==> src/hdl/rsc_pkg.sv <==
package rsc_pkg;

    // Clock and timing
    localparam int CLK_PERIOD_NS = 5;
    localparam int SYMBOL_NS = 16000;
    localparam int TRANSITION_NS = 1000;
    localparam int TMR_W = 12;
    localparam logic [TMR_W-1:0] SYMBOL_CYC =
        TMR_W'((SYMBOL_NS + CLK_PERIOD_NS - 1) / CLK_PERIOD_NS);
    localparam logic [TMR_W-1:0] TRANSITION_CYC =
        TMR_W'((TRANSITION_NS + CLK_PERIOD_NS - 1) / CLK_PERIOD_NS);

    // Device register offsets on the link
    localparam int ADDR_W = 6;
    localparam logic [5:0] A_STATUS = 6'h01;
    localparam logic [5:0] A_CMD = 6'h02;
    localparam int CFG_N = 8;
    localparam logic [5:0] CFG_ADDR [CFG_N] = '{
        6'h04, 6'h08, 6'h09, 6'h17, 6'h2c, 6'h2d, 6'h2e, 6'h2f};
    localparam logic [7:0] CFG_RESET [CFG_N] = '{
        8'h20, 8'h00, 8'h00, 8'h00, 8'h30, 8'h00, 8'h00, 8'h00};
    localparam int CFG_RETRY_IDX = 4;
    localparam int SLOTTED_BIT = 0;

    // Field positions and reset values
    localparam int DONE_BIT = 7;
    localparam int IDLE_BIT = 6;
    localparam int RES_LSB = 5;
    localparam logic [7:0] STATUS_RESET = 8'h00;
    localparam logic [4:0] CMD_RESET = 5'h00;

    typedef enum logic [4:0] {
        ST_PON = 5'h00,
        ST_RX = 5'h01,
        ST_TX = 5'h02,
        ST_RX_ON = 5'h06,
        ST_OFF = 5'h08,
        ST_SYNTH = 5'h09,
        ST_SLEEP = 5'h0f,
        ST_AACK_RX = 5'h11,
        ST_ARET_TX = 5'h12,
        ST_AACK_ON = 5'h16,
        ST_ARET_RDY = 5'h19,
        ST_PENDING = 5'h1f
    } rsc_state_t;

    localparam logic [4:0] F_LISTEN_CLOCKLESS = 5'h1c;
    localparam logic [4:0] F_AACK_ON_NOCLK = 5'h1d;
    localparam logic [4:0] F_AACK_RX_NOCLK = 5'h1e;

    // State command codes
    localparam logic [4:0] CMD_NOP = 5'h00;
    localparam logic [4:0] CMD_TX_START = 5'h02;
    localparam logic [4:0] CMD_FORCE_OFF = 5'h03;
    localparam logic [4:0] CMD_FORCE_SYN = 5'h04;
    localparam logic [4:0] CMD_RX_ON = 5'h06;
    localparam logic [4:0] CMD_OFF = 5'h08;
    localparam logic [4:0] CMD_SYNTH = 5'h09;
    localparam logic [4:0] CMD_AACK_ON = 5'h16;
    localparam logic [4:0] CMD_ARET_ON = 5'h19;

    // Transaction result codes
    localparam logic [2:0] RES_OK = 3'h0;
    localparam logic [2:0] RES_OK_MORE = 3'h1;
    localparam logic [2:0] RES_WAIT_ACK = 3'h2;
    localparam logic [2:0] RES_BUSY_FAIL = 3'h3;
    localparam logic [2:0] RES_NO_ACK = 3'h5;
    localparam logic [2:0] RES_INVALID = 3'h7;

    // Controller registers on AHB-Lite
    localparam logic [7:0] H_ACCESS = 8'h00;
    localparam logic [7:0] H_RESULT = 8'h04;
    localparam logic [7:0] H_STATE = 8'h08;
    localparam logic [7:0] H_TRIG = 8'h0c;
    localparam int HA_WE_BIT = 16;
    localparam int HA_ADDR_LSB = 8;
    localparam int HR_BUSY_BIT = 8;
    localparam int HR_NAK_BIT = 9;
    localparam int HR_REFUSED_BIT = 10;

endpackage

==> src/hdl/rsc_link_if.sv <==
`timescale 1ns/1ps
interface rsc_link_if;
    logic req;
    logic we;
    logic [5:0] addr;
    logic [7:0] wdata;
    logic [7:0] rdata;
    logic ack;
    logic nak;
    logic trig;

    modport dev (
        input req, we, addr, wdata, trig,
        output rdata, ack, nak
    );
    modport host (
        output req, we, addr, wdata, trig,
        input rdata, ack, nak
    );
endinterface

==> src/hdl/rsc_device.sv <==
// Implementation choice: the device side of the link; the AHB-Lite slave port is in rsc_host.
`timescale 1ns/1ps
module rsc_device (
    input wire logic CORE_CLK_I,
    input wire logic RESET_N_I,
    rsc_link_if.dev LINK,
    input wire logic CLOCKLESS_I,
    input wire logic ASSESS_DONE_FLAG_I,
    input wire logic CCA_IDLE_I,
    input wire logic RX_START_I,
    input wire logic FRAME_END_I,
    input wire logic ACK_PENDING_I,
    input wire logic ACK_READY_I,
    input wire logic CSMA_FAIL_I,
    input wire logic NO_ACK_I,
    output logic [4:0] STATE_O,
    output logic TX_BEGIN_O,
    output logic ACK_SEND_O,
    output logic [7:0] RETRY_CTRL_O
);
    rsc_pkg::rsc_state_t state_r;
    rsc_pkg::rsc_state_t state_nxt;
    rsc_pkg::rsc_state_t tgt_r;
    rsc_pkg::rsc_state_t tgt_nxt;
    rsc_pkg::rsc_state_t go_tgt;
    logic go_en;
    logic [2:0] res_r;
    logic [2:0] res_nxt;
    logic [4:0] cmd_r;
    logic [4:0] field_r;
    logic [4:0] field_nxt;
    logic done_flag_r;
    logic idle_flag_r;
    logic trig_q_r;
    logic trig_rise;
    logic trig_fall;
    logic asleep;
    logic wr_en;
    logic rd_en;
    logic wr_cmd;
    logic [4:0] cmd_w;
    logic tr_load;
    logic tr_done;
    logic sym_load;
    logic sym_done;
    logic ack_send;
    logic busy_state;
    logic syn_ok;
    logic [7:0] rdata_r;
    logic [7:0] rd_mux;
    logic ack_r;
    logic nak_r;
    logic tx_begin_r;
    logic ack_send_r;
    logic [7:0] cfg_r [rsc_pkg::CFG_N];

    assign asleep = (state_r == rsc_pkg::ST_SLEEP);
    assign wr_en = LINK.req && LINK.we && !asleep;
    assign rd_en = LINK.req && !LINK.we && !asleep;
    assign wr_cmd = wr_en && (LINK.addr == rsc_pkg::A_CMD);
    assign cmd_w = LINK.wdata[4:0];
    assign trig_rise = LINK.trig && !trig_q_r;
    assign trig_fall = !LINK.trig && trig_q_r;
    assign busy_state = (state_r == rsc_pkg::ST_RX)
        || (state_r == rsc_pkg::ST_TX)
        || (state_r == rsc_pkg::ST_AACK_RX)
        || (state_r == rsc_pkg::ST_ARET_TX)
        || (state_r == rsc_pkg::ST_PENDING);

    // Unclocked states and a pending transition toward sleep reject forced synth
    assign syn_ok = (state_r != rsc_pkg::ST_PON)
        && !asleep
        && !(field_r[4:2] == 3'h7 && field_r != rsc_pkg::ST_PENDING)
        && !(state_r == rsc_pkg::ST_PENDING
             && tgt_r == rsc_pkg::ST_SLEEP);

    rsc_timer u_trans (
        .clk_i(CORE_CLK_I),
        .rst_n_i(RESET_N_I),
        .load_i(tr_load),
        .count_i(rsc_pkg::TRANSITION_CYC),
        .busy_o(),
        .done_o(tr_done)
    );

    rsc_timer u_symbol (
        .clk_i(CORE_CLK_I),
        .rst_n_i(RESET_N_I),
        .load_i(sym_load),
        .count_i(rsc_pkg::SYMBOL_CYC),
        .busy_o(),
        .done_o(sym_done)
    );

    // Later assignments take priority: commands override radio events
    always_comb begin
        state_nxt = state_r;
        tgt_nxt = tgt_r;
        res_nxt = res_r;
        go_en = 1'b0;
        go_tgt = rsc_pkg::ST_OFF;
        sym_load = 1'b0;
        ack_send = 1'b0;
        if (state_r == rsc_pkg::ST_PENDING && tr_done) begin
            state_nxt = tgt_r;
        end
        case (state_r)
            rsc_pkg::ST_RX_ON: begin
                if (RX_START_I) state_nxt = rsc_pkg::ST_RX;
            end
            rsc_pkg::ST_RX: begin
                if (FRAME_END_I) state_nxt = rsc_pkg::ST_RX_ON;
            end
            rsc_pkg::ST_TX: begin
                if (FRAME_END_I) state_nxt = rsc_pkg::ST_SYNTH;
            end
            rsc_pkg::ST_AACK_ON: begin
                if (RX_START_I) begin
                    state_nxt = rsc_pkg::ST_AACK_RX;
                    res_nxt = rsc_pkg::RES_INVALID;
                end
            end
            rsc_pkg::ST_AACK_RX: begin
                if (ACK_READY_I && cfg_r[rsc_pkg::CFG_RETRY_IDX]
                        [rsc_pkg::SLOTTED_BIT]) begin
                    res_nxt = rsc_pkg::RES_WAIT_ACK;
                end
                if (trig_rise && res_r == rsc_pkg::RES_WAIT_ACK) begin
                    ack_send = 1'b1;
                end
                if (FRAME_END_I) begin
                    state_nxt = rsc_pkg::ST_AACK_ON;
                    res_nxt = rsc_pkg::RES_OK;
                end
            end
            rsc_pkg::ST_ARET_TX: begin
                if (FRAME_END_I) begin
                    state_nxt = rsc_pkg::ST_ARET_RDY;
                    res_nxt = ACK_PENDING_I ? rsc_pkg::RES_OK_MORE
                        : rsc_pkg::RES_OK;
                end else if (CSMA_FAIL_I) begin
                    state_nxt = rsc_pkg::ST_ARET_RDY;
                    res_nxt = rsc_pkg::RES_BUSY_FAIL;
                end else if (NO_ACK_I) begin
                    state_nxt = rsc_pkg::ST_ARET_RDY;
                    res_nxt = rsc_pkg::RES_NO_ACK;
                end
            end
            rsc_pkg::ST_OFF: begin
                if (trig_rise) begin
                    go_en = 1'b1;
                    go_tgt = rsc_pkg::ST_SLEEP;
                end
            end
            rsc_pkg::ST_SLEEP: begin
                if (trig_fall) begin
                    go_en = 1'b1;
                    go_tgt = rsc_pkg::ST_OFF;
                end
            end
            rsc_pkg::ST_SYNTH: begin
                if (trig_rise) begin
                    state_nxt = rsc_pkg::ST_TX;
                    sym_load = 1'b1;
                end
            end
            rsc_pkg::ST_ARET_RDY: begin
                if (trig_rise) begin
                    state_nxt = rsc_pkg::ST_ARET_TX;
                    res_nxt = rsc_pkg::RES_INVALID;
                    sym_load = 1'b1;
                end
            end
            default: begin
            end
        endcase
        if (wr_cmd) begin
            case (cmd_w)
                rsc_pkg::CMD_TX_START: begin
                    if (state_r == rsc_pkg::ST_SYNTH) begin
                        state_nxt = rsc_pkg::ST_TX;
                        sym_load = 1'b1;
                    end else if (state_r == rsc_pkg::ST_ARET_RDY) begin
                        state_nxt = rsc_pkg::ST_ARET_TX;
                        res_nxt = rsc_pkg::RES_INVALID;
                        sym_load = 1'b1;
                    end
                end
                rsc_pkg::CMD_FORCE_OFF: begin
                    if (state_r != rsc_pkg::ST_PON) begin
                        go_en = 1'b1;
                        go_tgt = rsc_pkg::ST_OFF;
                    end
                end
                rsc_pkg::CMD_FORCE_SYN: begin
                    if (syn_ok) begin
                        go_en = 1'b1;
                        go_tgt = rsc_pkg::ST_SYNTH;
                    end
                end
                rsc_pkg::CMD_RX_ON, rsc_pkg::CMD_OFF, rsc_pkg::CMD_SYNTH,
                rsc_pkg::CMD_AACK_ON, rsc_pkg::CMD_ARET_ON: begin
                    if (!busy_state) begin
                        go_en = 1'b1;
                        go_tgt = rsc_pkg::rsc_state_t'(cmd_w);
                    end
                end
                default: begin
                end
            endcase
        end
        if (go_en) begin
            state_nxt = rsc_pkg::ST_PENDING;
            tgt_nxt = go_tgt;
        end
    end

    assign tr_load = go_en;

    // Unclocked variants of the listen states and of the auto-ack receive state
    always_comb begin
        case (state_nxt)
            rsc_pkg::ST_RX_ON: field_nxt = CLOCKLESS_I
                ? rsc_pkg::F_LISTEN_CLOCKLESS : state_nxt;
            rsc_pkg::ST_AACK_ON: field_nxt = CLOCKLESS_I
                ? rsc_pkg::F_AACK_ON_NOCLK : state_nxt;
            rsc_pkg::ST_AACK_RX: field_nxt = CLOCKLESS_I
                ? rsc_pkg::F_AACK_RX_NOCLK : state_nxt;
            default: field_nxt = state_nxt;
        endcase
    end

    always_ff @(posedge CORE_CLK_I) begin
        if (!RESET_N_I) begin
            state_r <= rsc_pkg::ST_PON;
            tgt_r <= rsc_pkg::ST_PON;
            field_r <= rsc_pkg::ST_PON;
        end else begin
            state_r <= state_nxt;
            tgt_r <= tgt_nxt;
            field_r <= field_nxt;
        end
    end

    always_ff @(posedge CORE_CLK_I) begin
        if (!RESET_N_I) begin
            res_r <= rsc_pkg::RES_OK;
        end else begin
            res_r <= res_nxt;
        end
    end

    always_ff @(posedge CORE_CLK_I) begin
        if (!RESET_N_I) begin
            cmd_r <= rsc_pkg::CMD_RESET;
        end else if (wr_cmd) begin
            cmd_r <= cmd_w;
        end
    end

    // Done flag clears on a status read; a new completion wins
    always_ff @(posedge CORE_CLK_I) begin
        if (!RESET_N_I) begin
            done_flag_r <= 1'b0;
            idle_flag_r <= 1'b0;
        end else if (ASSESS_DONE_FLAG_I) begin
            done_flag_r <= 1'b1;
            idle_flag_r <= CCA_IDLE_I;
        end else if (rd_en && LINK.addr == rsc_pkg::A_STATUS) begin
            done_flag_r <= 1'b0;
        end
    end

    for (genvar g = 0; g < rsc_pkg::CFG_N; g++) begin : g_cfg
        always_ff @(posedge CORE_CLK_I) begin
            if (!RESET_N_I) begin
                cfg_r[g] <= rsc_pkg::CFG_RESET[g];
            end else if (wr_en && LINK.addr == rsc_pkg::CFG_ADDR[g]) begin
                cfg_r[g] <= LINK.wdata;
            end
        end
    end

    always_comb begin
        rd_mux = 8'h00;
        if (LINK.addr == rsc_pkg::A_STATUS) begin
            rd_mux = {done_flag_r, idle_flag_r, 1'b0, field_r};
        end else if (LINK.addr == rsc_pkg::A_CMD) begin
            rd_mux = {res_r, cmd_r};
        end
        for (int i = 0; i < rsc_pkg::CFG_N; i++) begin
            if (LINK.addr == rsc_pkg::CFG_ADDR[i]) rd_mux = cfg_r[i];
        end
    end

    always_ff @(posedge CORE_CLK_I) begin
        if (!RESET_N_I) begin
            rdata_r <= 8'h00;
            ack_r <= 1'b0;
            nak_r <= 1'b0;
        end else begin
            rdata_r <= rd_en ? rd_mux : 8'h00;
            ack_r <= LINK.req;
            nak_r <= LINK.req && asleep;
        end
    end

    // A forced off during the symbol wait cancels the frame start
    always_ff @(posedge CORE_CLK_I) begin
        if (!RESET_N_I) begin
            tx_begin_r <= 1'b0;
            ack_send_r <= 1'b0;
        end else begin
            tx_begin_r <= sym_done && (state_r == rsc_pkg::ST_TX
                || state_r == rsc_pkg::ST_ARET_TX);
            ack_send_r <= ack_send;
        end
    end

    always_ff @(posedge CORE_CLK_I) begin
        if (!RESET_N_I) begin
            trig_q_r <= 1'b0;
        end else begin
            trig_q_r <= LINK.trig;
        end
    end

    assign LINK.rdata = rdata_r;
    assign LINK.ack = ack_r;
    assign LINK.nak = nak_r;
    assign STATE_O = field_r;
    assign TX_BEGIN_O = tx_begin_r;
    assign ACK_SEND_O = ack_send_r;
    assign RETRY_CTRL_O = cfg_r[rsc_pkg::CFG_RETRY_IDX];
endmodule // rsc_device

==> src/hdl/rsc_timer.sv <==
`timescale 1ns/1ps
module rsc_timer (
    input wire logic clk_i,
    input wire logic rst_n_i,
    input wire logic load_i,
    input wire logic [rsc_pkg::TMR_W-1:0] count_i,
    output logic busy_o,
    output logic done_o
);
    logic [rsc_pkg::TMR_W-1:0] cnt_r;
    logic done_r;

    always_ff @(posedge clk_i) begin
        if (!rst_n_i) begin
            cnt_r <= '0;
        end else if (load_i) begin
            cnt_r <= count_i;
        end else if (cnt_r != '0) begin
            cnt_r <= cnt_r - 1'b1;
        end
    end

    // Pulse on the edge where the count runs out
    always_ff @(posedge clk_i) begin
        if (!rst_n_i) begin
            done_r <= 1'b0;
        end else begin
            done_r <= !load_i && (cnt_r == rsc_pkg::TMR_W'(1));
        end
    end

    assign busy_o = (cnt_r != '0);
    assign done_o = done_r;
endmodule // rsc_timer

==> src/flat_wrapper.sv <==
// flat-port wrapper written by rule: the top's interface ports become plain ports
module rsc_device_flat 
  (CORE_CLK_I, RESET_N_I, CLOCKLESS_I, ASSESS_DONE_FLAG_I, CCA_IDLE_I, RX_START_I, FRAME_END_I, ACK_PENDING_I, ACK_READY_I, CSMA_FAIL_I, NO_ACK_I, STATE_O, TX_BEGIN_O, ACK_SEND_O, RETRY_CTRL_O, LINK_req, LINK_we, LINK_addr, LINK_wdata, LINK_trig, LINK_rdata, LINK_ack, LINK_nak);
  rsc_link_if LINK_i ();
  input wire logic CORE_CLK_I;
  input wire logic RESET_N_I;
  input wire logic CLOCKLESS_I;
  input wire logic ASSESS_DONE_FLAG_I;
  input wire logic CCA_IDLE_I;
  input wire logic RX_START_I;
  input wire logic FRAME_END_I;
  input wire logic ACK_PENDING_I;
  input wire logic ACK_READY_I;
  input wire logic CSMA_FAIL_I;
  input wire logic NO_ACK_I;
  output logic [4:0] STATE_O;
  output logic TX_BEGIN_O;
  output logic ACK_SEND_O;
  output logic [7:0] RETRY_CTRL_O;
  input wire logic [$bits(LINK_i.req)-1:0] LINK_req;
  input wire logic [$bits(LINK_i.we)-1:0] LINK_we;
  input wire logic [$bits(LINK_i.addr)-1:0] LINK_addr;
  input wire logic [$bits(LINK_i.wdata)-1:0] LINK_wdata;
  input wire logic [$bits(LINK_i.trig)-1:0] LINK_trig;
  output wire logic [$bits(LINK_i.rdata)-1:0] LINK_rdata;
  output wire logic [$bits(LINK_i.ack)-1:0] LINK_ack;
  output wire logic [$bits(LINK_i.nak)-1:0] LINK_nak;
  assign LINK_i.req = LINK_req;
  assign LINK_i.we = LINK_we;
  assign LINK_i.addr = LINK_addr;
  assign LINK_i.wdata = LINK_wdata;
  assign LINK_i.trig = LINK_trig;
  assign LINK_rdata = LINK_i.rdata;
  assign LINK_ack = LINK_i.ack;
  assign LINK_nak = LINK_i.nak;
  rsc_device u_core (.CORE_CLK_I(CORE_CLK_I), .RESET_N_I(RESET_N_I), .LINK(LINK_i), .CLOCKLESS_I(CLOCKLESS_I), .ASSESS_DONE_FLAG_I(ASSESS_DONE_FLAG_I), .CCA_IDLE_I(CCA_IDLE_I), .RX_START_I(RX_START_I), .FRAME_END_I(FRAME_END_I), .ACK_PENDING_I(ACK_PENDING_I), .ACK_READY_I(ACK_READY_I), .CSMA_FAIL_I(CSMA_FAIL_I), .NO_ACK_I(NO_ACK_I), .STATE_O(STATE_O), .TX_BEGIN_O(TX_BEGIN_O), .ACK_SEND_O(ACK_SEND_O), .RETRY_CTRL_O(RETRY_CTRL_O));
endmodule
==> config.mk <==
export PLATFORM = sky130hd
export DESIGN_NAME = rsc_device_flat
export DESIGN_NICKNAME = d
export VERILOG_FILES = /design/src/hdl/rsc_pkg.sv /design/src/hdl/rsc_link_if.sv /design/src/hdl/rsc_device.sv /design/src/hdl/rsc_timer.sv /design/src/flat_wrapper.sv
export SDC_FILE = /design/constraint.sdc
export NUM_CORES = 1
export LEC_CHECK = 0
export ABC_CLOCK_PERIOD_IN_PS = 7700
export BUFFER_PORTS_ARGS = -buffer_cell sky130_fd_sc_hd__buf_2
export CORE_MARGIN = 1
export CORE_UTILIZATION = 50
export CTS_CLUSTER_SIZE = 30
export DETAILED_ROUTE_END_ITERATION = 10
export MAX_ROUTING_LAYER = met4
export PLACE_DENSITY_LB_ADDON = 0.12
export SYNTH_ARGS = -nofsm -noshare
export SYNTH_HDL_FRONTEND = slang
export SYNTH_SLANG_ARGS = --single-unit
export TNS_END_PERCENT = 100
==> constraint.sdc <==
create_clock -name CORE_CLK_I -period 7.7 [get_ports CORE_CLK_I]
set_input_delay 1.925 -clock CORE_CLK_I [delete_from_list [all_inputs] [get_ports CORE_CLK_I]]
set_output_delay 1.925 -clock CORE_CLK_I [all_outputs]
set_load 0.02 [all_outputs]
-- Word level (Yosys, flattened, before mapping)
Memories as Yosys holds them, arrays and structs flattened.
Index checks and enable logic that the tools add are counted.
- register bits: 64
- RAM bits: 64
- bits of input ports: 28
- output and inout bits: 25
- logic and storage cells: 226
- memories kept: 1
- memories (memory ; words ; width ; rd ports ; clocked after Yosys merged registers in ; write ports ; RTL line ; RTL):
    u_core.cfg_r ; 8 ; 8 ; 8 ; 0 ; 8 ; rsc_device.sv:55 ; logic [7:0] cfg_r [rsc_pkg::CFG_N];
- add/subtract/negate cells: 2
- equality and inequality tests: 38
- mux-type cells: 104
- bitwise logic cells: 9
- reductions and logical operators: 53
- operators by type and width (kind ; count):
    $mux W8 ; 20
    $mux W5 ; 24
    $eq A5 B5 Y1 const B ; 9
    $mux W1 ; 40
    $pmux W5 S8 ; 1
    $mux W3 ; 12
    $eq A5 B4 Y1 const B ; 6
    $pmux W5 S3 ; 2
    $logic_and A1 B1 Y1 ; 28
    $eq A12 B1 Y1 const B ; 2
    $eq A6 B6 Y1 const B ; 4
    $mux W12 ; 2
    $reduce_bool A12 Y1 ; 2
    $sub A12 B1 Y12 const B ; 2
    $eq A5 B3 Y1 const B ; 4
    $eq A5 B2 Y1 const B ; 3
    $eq A6 B4 Y1 const B ; 2
    $pmux W3 S4 ; 1
    $logic_not A1 Y1 ; 8
    $or A1 B1 Y1 ; 8
    $eq A6 B1 Y1 const B ; 1
    $eq A6 B2 Y1 const B ; 1
    $eq A6 B3 Y1 const B ; 1
    $eq A6 B5 Y1 const B ; 1
    13 further kinds ; 22

-- Logic depth before layout (Yosys ltp)
- depth after elaboration: 14
- depth in mapped cells: 10
- depth with buffers taken out: 7

-- Modules after synthesis
From an unflattened synthesis, not the netlist that was laid out.
- cells, all modules: 689
- area total of the unflattened synthesis: 6665.1 um^2
- by module, submodules not included (module ; times used ; cells each ; area an instance (um^2) ; seq. area each (um^2)):
    rsc_device ; 1 ; 521 ; 5223.8 ; 2682.6
    rsc_timer ; 2 ; 84 ; 720.7 ; 260.2

-- Worst setup path before layout
OpenSTA, ideal clock, no wires.
- path kind: input -> register
- from: in LINK_addr[0]
- to: mem u_core.cfg_r[0][0], enable pin
- setup time: 0.384 ns
- data arrival time: 3.626 ns
- data required time: 7.316 ns
- setup slack: 3.690 ns
- stages on the path: 5
- buffers on the path: 1
- cell sequence: clkbuf_1 > nor2_1 > nor4b_2 > inv_1 > o21ai_0
- RTL lines (what ; RTL line ; RTL):
    start, declared ; flat_wrapper.sv:22 ; input wire logic [$bits(LINK_i.addr)-1:0] LINK_addr;
    end, declared ; rsc_device.sv:55 ;

-- Worst setup path in the final report
- from: in LINK_addr[3]
- to: reg u_core.u_trans.cnt_r[1] (netlist name)
- cells in the longest elaborated chain, start to end: 4
- RTL lines (what ; RTL line ; RTL):
    $eq A6 B2 Y1 ; rsc_device.sv:60 ; assign wr_cmd = wr_en && (LINK.addr == rsc_pkg::A_CMD);
    $logic_and A1 B1 Y1 ; rsc_device.sv:60 ;
    $mux W1 ; rsc_device.sv:177 ; if (wr_cmd) begin
    $reduce_or A2 Y1 (no source line) ; -- ;
    end signal, assigned ; rsc_timer.sv:17 ; cnt_r <= count_i;
    end signal, assigned ; rsc_timer.sv:19 ; cnt_r <= cnt_r - 1'b1;
    end, declared ; rsc_timer.sv:10 ; logic [rsc_pkg::TMR_W-1:0] cnt_r;
Every way passes these cells.
A chain may end at the register's enable or synchronous reset.

==> results.tsv <==
metric	value	unit
cts_tree	yes	
grt_max_degree	28	
yosys_warnings	0	
numCtsBuffers	17	
numPortBuffers	52	
crit_end	u_core.u_trans.cnt_r[1]	
core.rowCount	40	
fill_cells	1092	
stdcell_area	0.00711	sq mm
worstRegToRegCells	7	
status	finished clean	
hpwl	11200	um
cp_slowest_cell	nor3_2	
hold_path_class	flip-flop to flip-flop	
tns	0	ps
synth_edf_count	64	
final_util	58.7	%
max-vdd-ir-drop	202	uV
synth_largest_area_cell	edfxtp_1	
synth_area_leaders	edfxtp_1 31%, dfxtp_1 20%, and2_1 4.8%	
critPathMaxStageDelay	660	ps
grt_pass1_vias	4894	
clk_latency	420	ps
wire_per_inst	18.2	um
drt-pass1-iter-count	7	
clock.fmax	232	MHz
power	1.92	mW
cp_max_fo	12	
dr.first_iter.drc_count	423	
diodes	0	
cts.sinks	128	
grt_use_total	26.1	%
drive_gt1_share	14.7	%
final-setup-viol-count	0	
startpoint_type	input pin	
syn_to_final_growth	13.6	%
io-pin-count	53	
synth_nets	673	
p_per_area	270	mW/mm^2
startpoint	LINK_addr[3]	
post_cts_buffers	0	
wl	15600	um
rsz0062_at_grt	false	
ant_nets	0	
gp_congestion	0.930	
path_buf_inv	1	
cts-hold-fix-buffers	0	
r2r_setup_slack	4740	ps
r2r-end	u_core.u_trans.cnt_r[1]	
min_period_over_period	56.0	%
clock-skew-final	6.89	ps
grt_pass1_wl	24700	um
grt_overflow_total	0	
end_kind	flip-flop	
layout_setup_ws	3390	ps
holdWs	464	ps
critPathKind	input pin to flip-flop	
cts.repair.resized	0	
cts_buffer_depth	2	
placed_area	0.00654	sq mm
async_flop_share	0	%
syn_inst	641	
max_slew_margin	17.5	%
finalMaxSlewViolations	0	
path_depth	8	
instances_no_fill	856	
crit_path_cell_trace	buf_2 -> or4_4 -> nor3_2 -> and2_1 -> and4b_1 -> nor2_2 -> nand2_1 -> a211oi_1	
initial_core_util	51.7	%
p_leak	2.65	nW
ys_ff_latch	128	
vias	5083	
viasPerCell	5.94	
finalHoldViolCount	0	
clk_pin_slew	60	ps
netlist_area	0.00626	sq mm
coreArea	0.0121	sq mm
die_y	114	um
route.detailed.drc	0	
reg2reg_from	u_core.state_r[2]	
synth_top_area_share	30.7	%
cap_violations	0	
final_net_count	707	
synth.distinct_cells	72	
cp.arrival	4610	ps
tightestPinTransition	1230	ps
fin_crit	4310	ps
h-tree-depth	4	
syn_area_per_cell	9.77	sq um
ys.flop_type	edfxtp_1	
worstPathRequired	7990	ps
die_w	114	um
dp_cells	824	
grt_antenna_before_repair	0	
dieArea	0.0130	sq mm
yosysSeqAreaShare	51.2	%
dp_slack	3020	ps
cp_top_family	simple AND/OR/NAND/NOR gates	
root_buffer	clkbuf_16	
yosys-top-cells-count	64 x dfxtp_1, 64 x edfxtp_1, 60 x nor2_1	
==> area by class of cell <==
type / count / area (sq um) / share of cell area, %
clock buffer: 26 / 489 / 6.88
clock inverter: 6 / 82.6 / 1.16
inverter: 17 / 63.8 / 0.898
multi-input combinational: 459 / 2800 / 39.4
sequential: 128 / 3200 / 45.1
tap: 168 / 210 / 2.96
timing repair buffer: 52 / 260 / 3.66
==> per-layer routing <==
layer,routed length [um],GRT usage [%],up-vias
li1,-,-,2436
met1,6790,31.6,2405
met2,7360,42.0,210
met3,1020,5.74,32
met4,386,11.2,0
met5,0,-,-
==> sequential cells by signal (all words and copies together), names as in the netlist, 3 cells and up <==
signal	flops
u_core.u_trans.cnt_r	12
u_core.tgt_r	5
u_core.LINK.rdata	8
u_core.state_r	5
u_core.cmd_r	5
u_core.u_symbol.cnt_r	12
u_core.STATE_O	5
u_core.cfg_r	64
u_core.res_r	3
==> cell families after synthesis <==
| kind of cell | count (synthesis) | share of synthesized area, % |
|---|---|---|
| adders and majority gates | 4 | 0.800 |
| DFF | 128 | 51.2 |
| xor gates and xnor gates | 15 | 2.10 |
| and+or+nand+nor | 294 | 25.6 |
| muxes | 6 | 0.999 |
| buffers and inverters | 54 | 4.10 |
| AOI/OAI and AO/OA | 140 | 15.3 |
==> cells in the final DEF (no fill, tap or decap), types with 3 or more instances in the layout <==
cell	n
mux2i_1	4
o211ai_1	3
nor4_1	9
buf_2	52
nand2_1	46
dfxtp_1	64
nand3_1	17
and2_1	48
o21a_1	3
xor2_1	5
nand4b_1	7
a221oi_1	7
nand4_1	3
a211oi_1	3
nor2_1	60
a21oi_1	40
edfxtp_1	64
o32ai_1	3
clkbuf_8	3
nand2b_1	10
nor3_1	44
nor3b_1	5
o22ai_1	4
xnor2_1	10
o221a_2	6
nor2b_1	6
a31oi_1	12
clkbuf_1	6
o31ai_1	4
clkbuf_16	17
o21ai_0	19
clkinv_1	3
ha_1	4
and3_1	5
a22oi_1	17
inv_1	14
and4b_1	3
or3_1	9
==> worst min-delay path, stage by stage (launching register included) <==
cell and delay, ps:
dfxtp_1 310, nand2_1 50, a21oi_1 50
==> worst min path at each step <==
stage / endpoint / from / depth (start not counted)
2_1_floorplan: u_core.cmd_r[4] / u_core.cmd_r[4] / 2
3_3_place_gp: u_core.cmd_r[0] / u_core.cmd_r[0] / 2
3_5_place_dp: u_core.cmd_r[4] / u_core.cmd_r[4] / 2
4_1_cts: u_core.cmd_r[4] / u_core.cmd_r[4] / 2
5_1_grt: u_core.cmd_r[1] / u_core.cmd_r[1] / 2
6_report: u_core.cmd_r[4] / u_core.cmd_r[4] / 2
==> power breakdown <==
part	switching, mW	internal, mW	total (mW)
clock	0.271	0.500	0.771
combinational	0.200	0.135	0.335
sequential	0.0417	0.768	0.809
(Power assumes the default switching activity.)
